File: src/dtc_channel.sv
// Purpose: Package of constants and one 8-bit up-counter channel of the dual timer.
// Assumes: tick is a one-cycle enable on clk already chosen from the source clocks.
// Notes:   The package stands first so that it compiles before all four modules that import it.

package dtc_pkg;
   // ****************************************
   // Register map (byte addresses, 32-bit words)
   // ****************************************
   localparam logic [7:0] CTRL0_ADDR  = 8'h00;
   localparam logic [7:0] CMP0_ADDR   = 8'h04;
   localparam logic [7:0] STAT0_ADDR  = 8'h08;
   localparam logic [7:0] CTRL1_ADDR  = 8'h10;
   localparam logic [7:0] CMP1_ADDR   = 8'h14;
   localparam logic [7:0] STAT1_ADDR  = 8'h18;
   localparam logic [7:0] CFG_ADDR    = 8'h20;
   localparam logic [7:0] CH_STRIDE   = 8'h10;

   // ****************************************
   // Field positions of counter_control_reg
   // ****************************************
   localparam int CTRL_FF_BIT   = 7;
   localparam int CTRL_CLK_HI   = 6;
   localparam int CTRL_CLK_LO   = 4;
   localparam int CTRL_RUN_BIT  = 3;
   localparam int CTRL_MODE_HI  = 2;
   localparam int CTRL_MODE_LO  = 0;
   // Configuration register fields
   localparam int CFG_TAP_BIT   = 0;
   localparam int CFG_SLOW_BIT  = 1;
   // Status register fields
   localparam int STAT_FF_BIT   = 8;

   // ****************************************
   // Reset values
   // ****************************************
   localparam logic [7:0] CTRL_RST  = 8'h00;
   localparam logic [7:0] CMP_RST   = 8'h00;
   localparam logic [1:0] CFG_RST   = 2'h0;
   localparam logic [7:0] CNT_RST   = 8'h00;
   localparam logic       FF_RST    = 1'b0;

   // ****************************************
   // Encodings
   // ****************************************
   localparam logic [2:0] MODE_TIMER = 3'h0;
   localparam logic [2:0] MODE_DIV   = 3'h1;

   typedef enum logic [2:0] {
      DTC_CLK_TAP,
      DTC_CLK_FC7,
      DTC_CLK_FC5,
      DTC_CLK_FC3,
      DTC_CLK_FS,
      DTC_CLK_FC1,
      DTC_CLK_FC,
      DTC_CLK_PIN
   } dtc_clksel_t;

   // ****************************************
   // Timing
   // ****************************************
   localparam int          FC_HZ      = 100_000_000;
   localparam int          FS_HZ      = 32_768;
   // Low-frequency clock is emulated by a divider of clk (rounded down)
   localparam int          FS_DIV_INT = FC_HZ / FS_HZ;
   localparam logic [11:0] FS_DIV     = 12'(FS_DIV_INT);
   localparam int          PRE_W      = 11;
endpackage

module dtc_channel
   import dtc_pkg::*;
(
   input  wire logic       clk,
   input  wire logic       sys_rst,
   input  wire logic       run,
   input  wire logic       tick,
   input  wire logic       divMode,
   input  wire logic [7:0] cmpVal,
   input  wire logic       ffLoad,
   input  wire logic       ffLoadVal,
   output logic      [7:0] count,
   output logic            outFf,
   output logic            matchPulse
);
   import dtc_pkg::*;

   logic [7:0] cnt_ff;
   logic [7:0] nxt_cnt;
   logic       ff_ff;
   logic       nxt_ff;
   logic       match_ff;
   logic       nxt_match;
   logic [7:0] incVal;

   // ****************************************
   // Counter, compare and output flip-flop
   // ****************************************
   always_comb begin
      incVal    = cnt_ff + 8'h01;
      nxt_cnt   = cnt_ff;
      nxt_ff    = ff_ff;
      nxt_match = 1'b0;
      if (!run) begin
         nxt_cnt = CNT_RST;
         // Stopping never touches the flip-flop so the pin holds its level
         if (ffLoad) begin
            nxt_ff = ffLoadVal;
         end
      end else begin
         if (ffLoad) begin
            nxt_ff = ffLoadVal;
         end
         // Compare reads cmpVal directly: a new value acts at once
         if (tick) begin
            if (incVal == cmpVal) begin
               nxt_cnt   = CNT_RST;
               nxt_match = 1'b1;
               if (divMode) begin
                  nxt_ff = ~ff_ff;
               end
            end else begin
               nxt_cnt = incVal;
            end
         end
      end
   end

   always_ff @(posedge clk) begin
      if (sys_rst) begin
         cnt_ff   <= CNT_RST;
         ff_ff    <= FF_RST;
         match_ff <= 1'b0;
      end else begin
         cnt_ff   <= nxt_cnt;
         ff_ff    <= nxt_ff;
         match_ff <= nxt_match;
      end
   end

   assign count      = cnt_ff;
   assign outFf      = ff_ff;
   assign matchPulse = match_ff;
endmodule

File: src/dtc_top.sv
// Purpose: Dual 8-bit timer/event counter/divider with an APB register slave.
// Assumes: One 100 MHz clock; fc is clk, fs is derived from clk by a divider.
// Notes:   pready is always high; read data is registered in the setup cycle.

module dtc_top
   import dtc_pkg::*;
(
   input  wire logic             clk,
   input  wire logic             sys_rst,
   input  wire logic             psel,
   input  wire logic             penable,
   input  wire logic             pwrite,
   input  wire logic [7:0]       paddr,
   input  wire logic [31:0]      pwdata,
   output logic                  pready,
   output logic      [31:0]      prdata,
   output logic                  pslverr,
   input  wire logic [1:0]       eventInputPin,
   output logic      [1:0]       dividerOutputPin,
   output logic      [1:0]       matchInterrupt
);
   import dtc_pkg::*;

   // ****************************************
   // Register state
   // ****************************************
   logic [7:0]  ctrl_ff   [2];
   logic [7:0]  nxt_ctrl  [2];
   logic [7:0]  cmp_ff    [2];
   logic [7:0]  nxt_cmp   [2];
   logic [1:0]  cfg_ff;
   logic [1:0]  nxt_cfg;
   logic [31:0] rdata_ff;
   logic [31:0] nxt_rdata;
   logic        err_ff;
   logic        nxt_err;
   logic [1:0]  ffLoad;
   logic [7:0]  count     [2];
   logic [1:0]  outFf;

   logic        wrEn;
   logic        setup;
   logic        mapped;

   assign setup  = psel & ~penable;
   assign wrEn   = psel & penable & pwrite;
   assign mapped = (paddr == CTRL0_ADDR) | (paddr == CMP0_ADDR) | (paddr == STAT0_ADDR) |
                   (paddr == CTRL1_ADDR) | (paddr == CMP1_ADDR) | (paddr == STAT1_ADDR) |
                   (paddr == CFG_ADDR);

   // ****************************************
   // APB write decode and read capture
   // ****************************************
   always_comb begin
      nxt_cfg   = cfg_ff;
      nxt_rdata = rdata_ff;
      nxt_err   = err_ff;
      ffLoad    = 2'b00;
      for (int i = 0; i < 2; i++) begin
         nxt_ctrl[i] = ctrl_ff[i];
         nxt_cmp[i]  = cmp_ff[i];
         if (wrEn && paddr == CTRL0_ADDR + CH_STRIDE * 8'(i)) begin
            nxt_ctrl[i] = pwdata[7:0];
            // Flip-flop loads only when the counter was stopped: this covers
            // programming while stopped and together with the start write
            ffLoad[i]   = ~ctrl_ff[i][CTRL_RUN_BIT];
         end
         if (wrEn && paddr == CMP0_ADDR + CH_STRIDE * 8'(i)) begin
            nxt_cmp[i] = pwdata[7:0];
         end
      end
      if (wrEn && paddr == CFG_ADDR) begin
         nxt_cfg = pwdata[1:0];
      end
      if (setup) begin
         nxt_err   = ~mapped;
         nxt_rdata = 32'h0000_0000;
         case (paddr)
            CTRL0_ADDR: nxt_rdata = {24'h00_0000, ctrl_ff[0]};
            CMP0_ADDR:  nxt_rdata = {24'h00_0000, cmp_ff[0]};
            STAT0_ADDR: nxt_rdata = {23'h00_0000, outFf[0], count[0]};
            CTRL1_ADDR: nxt_rdata = {24'h00_0000, ctrl_ff[1]};
            CMP1_ADDR:  nxt_rdata = {24'h00_0000, cmp_ff[1]};
            STAT1_ADDR: nxt_rdata = {23'h00_0000, outFf[1], count[1]};
            CFG_ADDR:   nxt_rdata = {30'h0000_0000, cfg_ff};
            default:    nxt_rdata = 32'h0000_0000;
         endcase
      end
   end

   always_ff @(posedge clk) begin
      if (sys_rst) begin
         for (int i = 0; i < 2; i++) begin
            ctrl_ff[i] <= CTRL_RST;
            cmp_ff[i]  <= CMP_RST;
         end
         cfg_ff   <= CFG_RST;
         rdata_ff <= 32'h0000_0000;
         err_ff   <= 1'b0;
      end else begin
         for (int i = 0; i < 2; i++) begin
            ctrl_ff[i] <= nxt_ctrl[i];
            cmp_ff[i]  <= nxt_cmp[i];
         end
         cfg_ff   <= nxt_cfg;
         rdata_ff <= nxt_rdata;
         err_ff   <= nxt_err;
      end
   end

   assign pready  = 1'b1;
   assign prdata  = rdata_ff;
   assign pslverr = psel & penable & err_ff;

   // ****************************************
   // Prescaler: fc taps and emulated fs
   // ****************************************
   logic [PRE_W-1:0] pre_ff;
   logic [PRE_W-1:0] nxt_pre;
   logic [11:0]      fsDiv_ff;
   logic [11:0]      nxt_fsDiv;
   logic [2:0]       fs8_ff;
   logic [2:0]       nxt_fs8;
   logic             fsTick;
   logic             fs8Tick;
   logic             fc3Tick;
   logic             fc5Tick;
   logic             fc7Tick;
   logic             fc11Tick;
   logic             fc1Tick;

   always_comb begin
      nxt_pre   = pre_ff + 11'h001;
      fsTick    = (fsDiv_ff == FS_DIV - 12'h001);
      nxt_fsDiv = fsTick ? 12'h000 : fsDiv_ff + 12'h001;
      nxt_fs8   = fsTick ? fs8_ff + 3'h1 : fs8_ff;
      fs8Tick   = fsTick & (fs8_ff == 3'h7);
      fc1Tick   = (pre_ff[0] == 1'b1);
      fc3Tick   = (pre_ff[2:0] == 3'h7);
      fc5Tick   = (pre_ff[4:0] == 5'h1F);
      fc7Tick   = (pre_ff[6:0] == 7'h7F);
      fc11Tick  = (pre_ff == 11'h7FF);
   end

   always_ff @(posedge clk) begin
      if (sys_rst) begin
         pre_ff   <= 11'h000;
         fsDiv_ff <= 12'h000;
         fs8_ff   <= 3'h0;
      end else begin
         pre_ff   <= nxt_pre;
         fsDiv_ff <= nxt_fsDiv;
         fs8_ff   <= nxt_fs8;
      end
   end

   // ****************************************
   // Event pins: two-stage sync and fall detect
   // ****************************************
   logic [1:0] evSync1_ff;
   logic [1:0] evSync2_ff;
   logic [1:0] evLast_ff;
   logic [1:0] evFall;

   always_ff @(posedge clk) begin
      if (sys_rst) begin
         evSync1_ff <= 2'b11;
         evSync2_ff <= 2'b11;
         evLast_ff  <= 2'b11;
      end else begin
         evSync1_ff <= eventInputPin;
         evSync2_ff <= evSync1_ff;
         evLast_ff  <= evSync2_ff;
      end
   end

   // Pulses shorter than one clk period may be missed; hence the level width limit
   assign evFall = evLast_ff & ~evSync2_ff;

   // ****************************************
   // Source selection and the two channels
   // ****************************************
   for (genvar g = 0; g < 2; g++) begin : gCh
      dtc_clksel_t sel;
      logic        slowMode;
      logic        modeOk;
      logic        chTick;

      assign sel      = dtc_clksel_t'(ctrl_ff[g][CTRL_CLK_HI:CTRL_CLK_LO]);
      assign slowMode = cfg_ff[CFG_SLOW_BIT];
      assign modeOk   = (ctrl_ff[g][CTRL_MODE_HI:CTRL_MODE_LO] == MODE_TIMER) |
                        (ctrl_ff[g][CTRL_MODE_HI:CTRL_MODE_LO] == MODE_DIV);

      // Each channel drives its own local tick so no variable has two writers
      always_comb begin
         chTick = 1'b0;
         case (sel)
            // Slow modes force the tap to fs/2^3 whatever the tap select says
            DTC_CLK_TAP: chTick = (slowMode | cfg_ff[CFG_TAP_BIT]) ? fs8Tick
                                                                   : fc11Tick;
            DTC_CLK_FC7: chTick = ~slowMode & fc7Tick;
            DTC_CLK_FC5: chTick = ~slowMode & fc5Tick;
            DTC_CLK_FC3: chTick = ~slowMode & fc3Tick;
            // fs, fc/2 and fc serve only PWM, which this block does not build
            DTC_CLK_FS:  chTick = 1'b0;
            DTC_CLK_FC1: chTick = 1'b0;
            DTC_CLK_FC:  chTick = 1'b0;
            DTC_CLK_PIN: chTick = (ctrl_ff[g][CTRL_MODE_HI:CTRL_MODE_LO] == MODE_TIMER)
                                  & evFall[g];
            default:     chTick = 1'b0;
         endcase
      end

      dtc_channel uCh (
         .clk        (clk),
         .sys_rst    (sys_rst),
         .run        (ctrl_ff[g][CTRL_RUN_BIT] & modeOk),
         .tick       (chTick),
         .divMode    (ctrl_ff[g][CTRL_MODE_HI:CTRL_MODE_LO] == MODE_DIV),
         .cmpVal     (cmp_ff[g]),
         .ffLoad     (ffLoad[g]),
         .ffLoadVal  (pwdata[CTRL_FF_BIT]),
         .count      (count[g]),
         .outFf      (outFf[g]),
         .matchPulse (matchInterrupt[g])
      );

      assign dividerOutputPin[g] = ~outFf[g];
   end
endmodule

File: config.mk
export PLATFORM = sky130hd
export DESIGN_NAME = dtc_top
export DESIGN_NICKNAME = d
export VERILOG_FILES = /design/src/dtc_channel.sv /design/src/dtc_top.sv
export SDC_FILE = /design/constraint.sdc
export NUM_CORES = 1
export LEC_CHECK = 0
export ABC_AREA = 1
export BUFFER_PORTS_ARGS = -buffer_cell sky130_fd_sc_hd__buf_2
export CORE_AREA = 2 2 96 98
export DETAILED_ROUTE_END_ITERATION = 16
export DIE_AREA = 0 0 98 100
export GPL_TIMING_DRIVEN = 0
export PLACE_DENSITY = 0.89
export SYNTH_ARGS = -nofsm -noshare
export SYNTH_HDL_FRONTEND = slang
export SYNTH_SLANG_ARGS = --single-unit
File: constraint.sdc
create_clock -name clk -period 3.82 [get_ports clk]
set_input_delay 0.382 -clock clk [delete_from_list [all_inputs] [get_ports clk]]
set_output_delay 0.382 -clock clk [all_outputs]
set_load 0.01 [all_outputs]
# == Word-level counts from Yosys, hierarchy flattened ==
# Memories as Yosys holds them, arrays and structs flattened.
# Index checks and enable logic that the tools add are counted.
# op_classes
n_addsub,5
mul,0
div,0
order_cmp,0
eq_ne,30
shift,0
n_mux,31
bitwise_logic,38
reduce_logical,17
# ops
operator,count
8-bit 2-to-1 mux,10
9-bit case mux with 7 select lines,1
"3-bit equality test, second input constant",10
"8-bit by 5-bit equality test with 1-bit output, second input constant",3
1-bit 2-to-1 mux,18
"8-bit by 1-bit adder with 8-bit output, second input constant",2
8-bit equality test,2
1-bit bitwise OR,13
"12-bit by 1-bit adder with 12-bit output, second input constant",1
1-bit bitwise AND,12
"12-bit equality test, second input constant",1
"3-bit by 1-bit equality test with 1-bit output, second input constant",4
"3-bit by 2-bit equality test with 1-bit output, second input constant",4
3-bit zero test,4
1-bit case mux with 6 select lines,2
3-bit OR reduction,4
"11-bit by 1-bit adder with 11-bit output, second input constant",1
"11-bit equality test, second input constant",1
1-bit NOT,11
"8-bit by 3-bit equality test with 1-bit output, second input constant",1
"8-bit by 4-bit equality test with 1-bit output, second input constant",1
"8-bit by 6-bit equality test with 1-bit output, second input constant",1
8-bit zero test,1
"7-bit equality test, second input constant",1
other kinds (6),12
# word_totals
regBits,87
latchBits,0
ramBits,32
mem_bits_ro,0
inputBits,47
out_inout_bits,38
wordCells,138
mem_count,2
# mem_list
name,words,word_bits,rd,rd_clocked_by_memory_dff,wr,line_no,source
cmp_ff,2,8,2,0,2,dtc_top.sv:29,logic [7:0] cmp_ff [2];
ctrl_ff,2,8,2,0,2,dtc_top.sv:27,logic [7:0] ctrl_ff [2];

# == Longest topological paths before layout ==
# logic_depth
depth_word,9
mapped_depth,14

# == Modules after synthesis ==
# Synthesis repeated with hierarchy kept, for this count alone.
# unflattened
hier_cells,843
area_unflattened_um2,5646.7
# by_module_without_submodules
mod,n_inst,cells_each,area_each_um2,seq_area_each_um2
dtc_top,1,567,3907.5,1521.5
dtc_channel,2,138,869.6,200.2

# == Worst setup path after synthesis ==
# No wires, ideal clock.
# synth_path
path_kind,flip-flop to flip-flop
startpoint,register pre_ff[0]
endpoint,register gCh[1].uCh.ff_ff
setup_ns,0.116
arrival_ns,1.575
slack_ns,2.129
path_stages_with_launch,14
n_path_buf,0
synth_period_minus_slack_ns,1.691
path_cell_list,dfxtp_1 ha_1 nand2_1 nor2_4 ha_1 nand3_1 nand2_1 inv_1 a21oi_1 nor2_1 nand2_4 nand2_2 nor3_2 nor2_1
# synth_via
elab_chain_len,5
# synth_lines
item,line_no,source
"start, declared",dtc_top.sv:118,logic [PRE_W-1:0] pre_ff;
"start signal, assigned",dtc_top.sv:151,pre_ff <= nxt_pre;
"11-bit equality test, or another cell as far along",dtc_top.sv:142,fc11Tick = (pre_ff == 11'h7FF);
"1-bit 2-to-1 mux, or another cell as far along",dtc_top.sv:199,DTC_CLK_TAP: chTick = (slowMode | cfg_ff[CFG_TAP_BIT]) ? fs8Tick
1-bit case mux with 6 select lines *,dtc_top.sv:197,case (sel)
1-bit 2-to-1 mux *,dtc_channel.sv:114,if (tick) begin
1-bit 2-to-1 mux *,dtc_channel.sv:103,if (!run) begin
"end signal, assigned",dtc_channel.sv:135,ff_ff <= nxt_ff;
"end, declared",dtc_channel.sv:89,logic ff_ff;
# Every way passes the cells marked *; elsewhere a longest branch is shown, timed or not.
# A chain may end at the register's enable or synchronous reset.

# == Worst setup path after layout ==
# layout_path
startpoint,register pre_ff[0]
endpoint,register gCh[1].uCh.cnt_ff[0]
# layout_via
elab_chain_len,3
# layout_lines
item,line_no,source
"11-bit equality test, or another cell as far along",dtc_top.sv:142,
"1-bit 2-to-1 mux, or another cell as far along",dtc_top.sv:199,
1-bit case mux with 6 select lines *,dtc_top.sv:197,
"end signal, assigned",dtc_channel.sv:134,cnt_ff <= nxt_cnt;
"end, declared",dtc_channel.sv:87,logic [7:0] cnt_ff;
# Marks and branches as above.

==> out/metrics.cfg <==
[timing]
finalSetupViolCount=0
rsz0062_at_grt=false
setup_slack_ns=1.82
tns_ns=0
slew_violations=0
min_period_over_period=0.523
fin_crit_ns=2.00
clock_skew_ns=0.00954
slew_headroom=0.580
worstMarginPinSlew_ns=0.630
max_freq_ghz=0.500
hold_viol_final=0

[global_routing]
grt_pass1_wl_microns=21000
met2_usage=0.443
first_global_vias=4663
grt-busiest-layer=met2
globalRoute.totalOverflow=0
antenna_found_initial=0
grt_use_met1=0.333
grtUsageTotal=0.264
met3_usage=0.0578
grt_max_degree=17

[clock_tree]
insertion_delay_ns=0.37
path_clk_slew_ns=0.09
tritoncts=done
tritoncts.num_buffers=9
clockBufferDepth=2
cts_resized=0
post-cts-setup-buffers=0
ctsHoldBuffers=0
cts_root_buf=clkbuf_8
htree_levels=3
clock_sinks=96

[power_and_ir_drop]
p_sw_mw=0.436
sw_frac_of_total=0.243
leakage_nw=2.46
p_int_mw=1.35
pwr-share-comb=0.058
seqPwrFrac=0.567
p_per_area_nw_per_um2=312
ir_worst_vdd_mv=0.260
clockPowerShare=0.375

[worst_setup_path]
r2r_slack_ns=1.82
critical_path_arrival_ns=2.26
worstSetupPathType=flip-flop to flip-flop
setup.worst_path.end_class=flip-flop
critPathRequiredTime_ns=4.08
critPathLaunchType=flip-flop
worstPathMaxFanout=9

[die]
start_util=0.578
rows=35
io_pins=85
fp.coreArea_sq_um=8890
dieArea_sq_um=9800
dieHeight_microns=100
dieWidth_microns=98

[placed_design]
hpwl_microns=9740
pre_cts_slack_ns=1.87
placedCellCount=912
gp_congestion=0.985
io_buffers=36
place_area_sq_um=5540

[routing]
dr.pass1.iters=6
routedWlPerCell_microns=13.4
num_vias=4919
routed_via_density=5.30
wl_microns=12400
drc=0
drt_iter0_drc=404
ant_nets=0

[yosys]
netlist.area_leader.share=0.374
synthTopCellsByArea=dfxtp_1 (37%), nand2_1 (10%), inv_1 (7.2%)
synth_cell_types=41
syn_inst=743
synth.yosys.seq_area_share=0.374
syn_area_per_cell_sq_um=6.92
yosysTopAreaCell=dfxtp_1
yosys_warnings=0
ys_ff_latch=96
syn_area_sq_um=5140

[layout]
diodes=0
seq_area_sq_um=1920
area_growth_pct=11.6
fillers=839
multi_input_area_sq_um=2650
fin_area_sq_um=5740
layout.cells.non_filler=928
nets=868
drive_gt1_frac=0.168

[hold_path]
hp-class=input port to flip-flop

[outcome]
status=complete, no violations

[flow_run]
cap_viol_max_count=0

## metrics by stage
stage | total power [mW] | hold slack (ns) | utilization
global route | 1.85 | 0.172 | 0.645
CTS | 1.80 | 0.183 | 0.645
floorplan | 1.10 | 0.389 | -
detailed placement | 1.14 | 0.405 | 0.624
finish | 1.79 | 0.192 | 0.645
global placement | 1.14 | 0.398 | 0.624
## cells in the mapped netlist
| master | count |
|---|---|
| nand2_1 | 143 |
| inv_1 | 99 |
| dfxtp_1 | 96 |
| a21oi_1 | 74 |
| nor2_1 | 69 |
| o21ai_0 | 57 |
| nand3_1 | 38 |
| buf_4 | 26 |
| nand2_2 | 14 |
| nor3_1 | 11 |
| nor2_2 | 10 |
| clkbuf_1 | 9 |
| ha_1 | 9 |
| nand4_1 | 9 |
| nand3_2 | 8 |
| o22ai_1 | 8 |
| o21ai_1 | 7 |
| o221ai_1 | 7 |
| or2_2 | 7 |
| nor2_4 | 6 |
| and3_1 | 4 |
| buf_2 | 3 |
| inv_2 | 3 |
| xnor2_1 | 3 |
| a31oi_1 | 2 |
| clkinv_1 | 2 |
| conb_1 | 2 |
| nand2_4 | 2 |
| nor3b_1 | 2 |
| nor4_1 | 2 |
| a211oi_1 | 1 |
| a311oi_1 | 1 |
| buf_6 | 1 |
| inv_4 | 1 |
| nand3_4 | 1 |
| nand4_2 | 1 |
| nor3_2 | 1 |
| nor4_2 | 1 |
| o211ai_1 | 1 |
| o21ai_2 | 1 |
| xor2_1 | 1 |
## worst max-delay path, stage by stage, from the launching register on
cell	delay, ns
dfxtp_1	0.38
ha_1	0.18
nand2_1	0.09
nor2_4	0.16
ha_1	0.22
nand3_1	0.09
nand2_1	0.06
inv_1	0.03
a21oi_1	0.13
nor2_1	0.09
nand2_4	0.13
inv_2	0.10
o21ai_0	0.17
a21oi_1	0.05
## cell type report
| cell class | count | area share |
|---|---|---|
| buffer | 39 | 0.0445 |
| clock buffer | 10 | 0.0222 |
| clock inverter | 6 | 0.0116 |
| inverter | 105 | 0.0691 |
| multi-input combinational | 525 | 0.462 |
| sequential | 96 | 0.335 |
| tap | 111 | 0.0242 |
| timing repair buffer | 36 | 0.0314 |
## layer usage
| metal | vias up | wire, microns |
|---|---|---|
| met5 | - | 0 |
| met4 | 0 | 383 |
| met3 | 44 | 861 |
| met2 | 168 | 5750 |
| met1 | 2204 | 5440 |
| li1 | 2503 | - |
## flip-flops by register name, indices dropped and copies added, names as in the netlist
| signal | cells |
|---|---|
| gCh.uCh.count | 16 |
| evSync2_ff | 2 |
| prdata | 9 |
| evSync1_ff | 2 |
| fsDiv_ff | 12 |
| cfg_ff | 2 |
| evLast_ff | 2 |
| fs8_ff | 3 |
| ctrl_ff | 16 |
| pre_ff | 11 |
| gCh.uCh.outFf | 2 |
| gCh.uCh.matchPulse | 2 |
| cmp_ff | 16 |
| err_ff | 1 |
## logic make-up (layout without fill, tap and decap cells)
kind of cell / count (synthesis) / count (layout) / share of synthesized area
XOR/XNOR: 4 / 4 / 0.00681
other: 2 / 24 / 0.00146
buffers and inverters: 144 / 196 / 0.127
AND/OR/NAND/NOR: 329 / 329 / 0.305
AO/OA/AOI/OAI: 159 / 159 / 0.165
adder cells (fa/ha/maj): 9 / 9 / 0.0219
flip-flops: 96 / 96 / 0.374
## power by group through the flow
stage	Clock, mW	Combinational (mW)	Sequential, mW
4_1_cts	0.684	0.102	1.01
5_1_grt	0.719	0.114	1.02
2_1_floorplan	0	0.0677	1.04
3_5_place_dp	0	0.101	1.04
3_3_place_gp	0	0.100	1.04
6_report	0.672	0.104	1.01
## final timing paths
kind                    startpoint                   to  depth (start not counted)
hold reg to reg      evSync1_ff[1]        evSync2_ff[1]                          1
setup / recovery         pre_ff[0]  gCh[1].uCh.count[0]                         13
hold / removal    eventInputPin[1]        evSync1_ff[1]                          2
setup reg to reg         pre_ff[0]  gCh[1].uCh.count[0]                         13
## layout by cell type (no fill, tap or decap), types with 8 or more instances in the layout
cell and count:
nand2_1 143, inv_1 99, dfxtp_1 96, a21oi_1 74, nor2_1 69, o21ai_0 57
buf_2 39, nand3_1 38, buf_4 26, conb_1 24, nand2_2 14, nor3_1 11
clkbuf_1 10, nor2_2 10, nand4_1 9, ha_1 9, clkbuf_8 9, nand3_2 8
o22ai_1 8
Note: power is estimated with default switching activity, not from simulation.
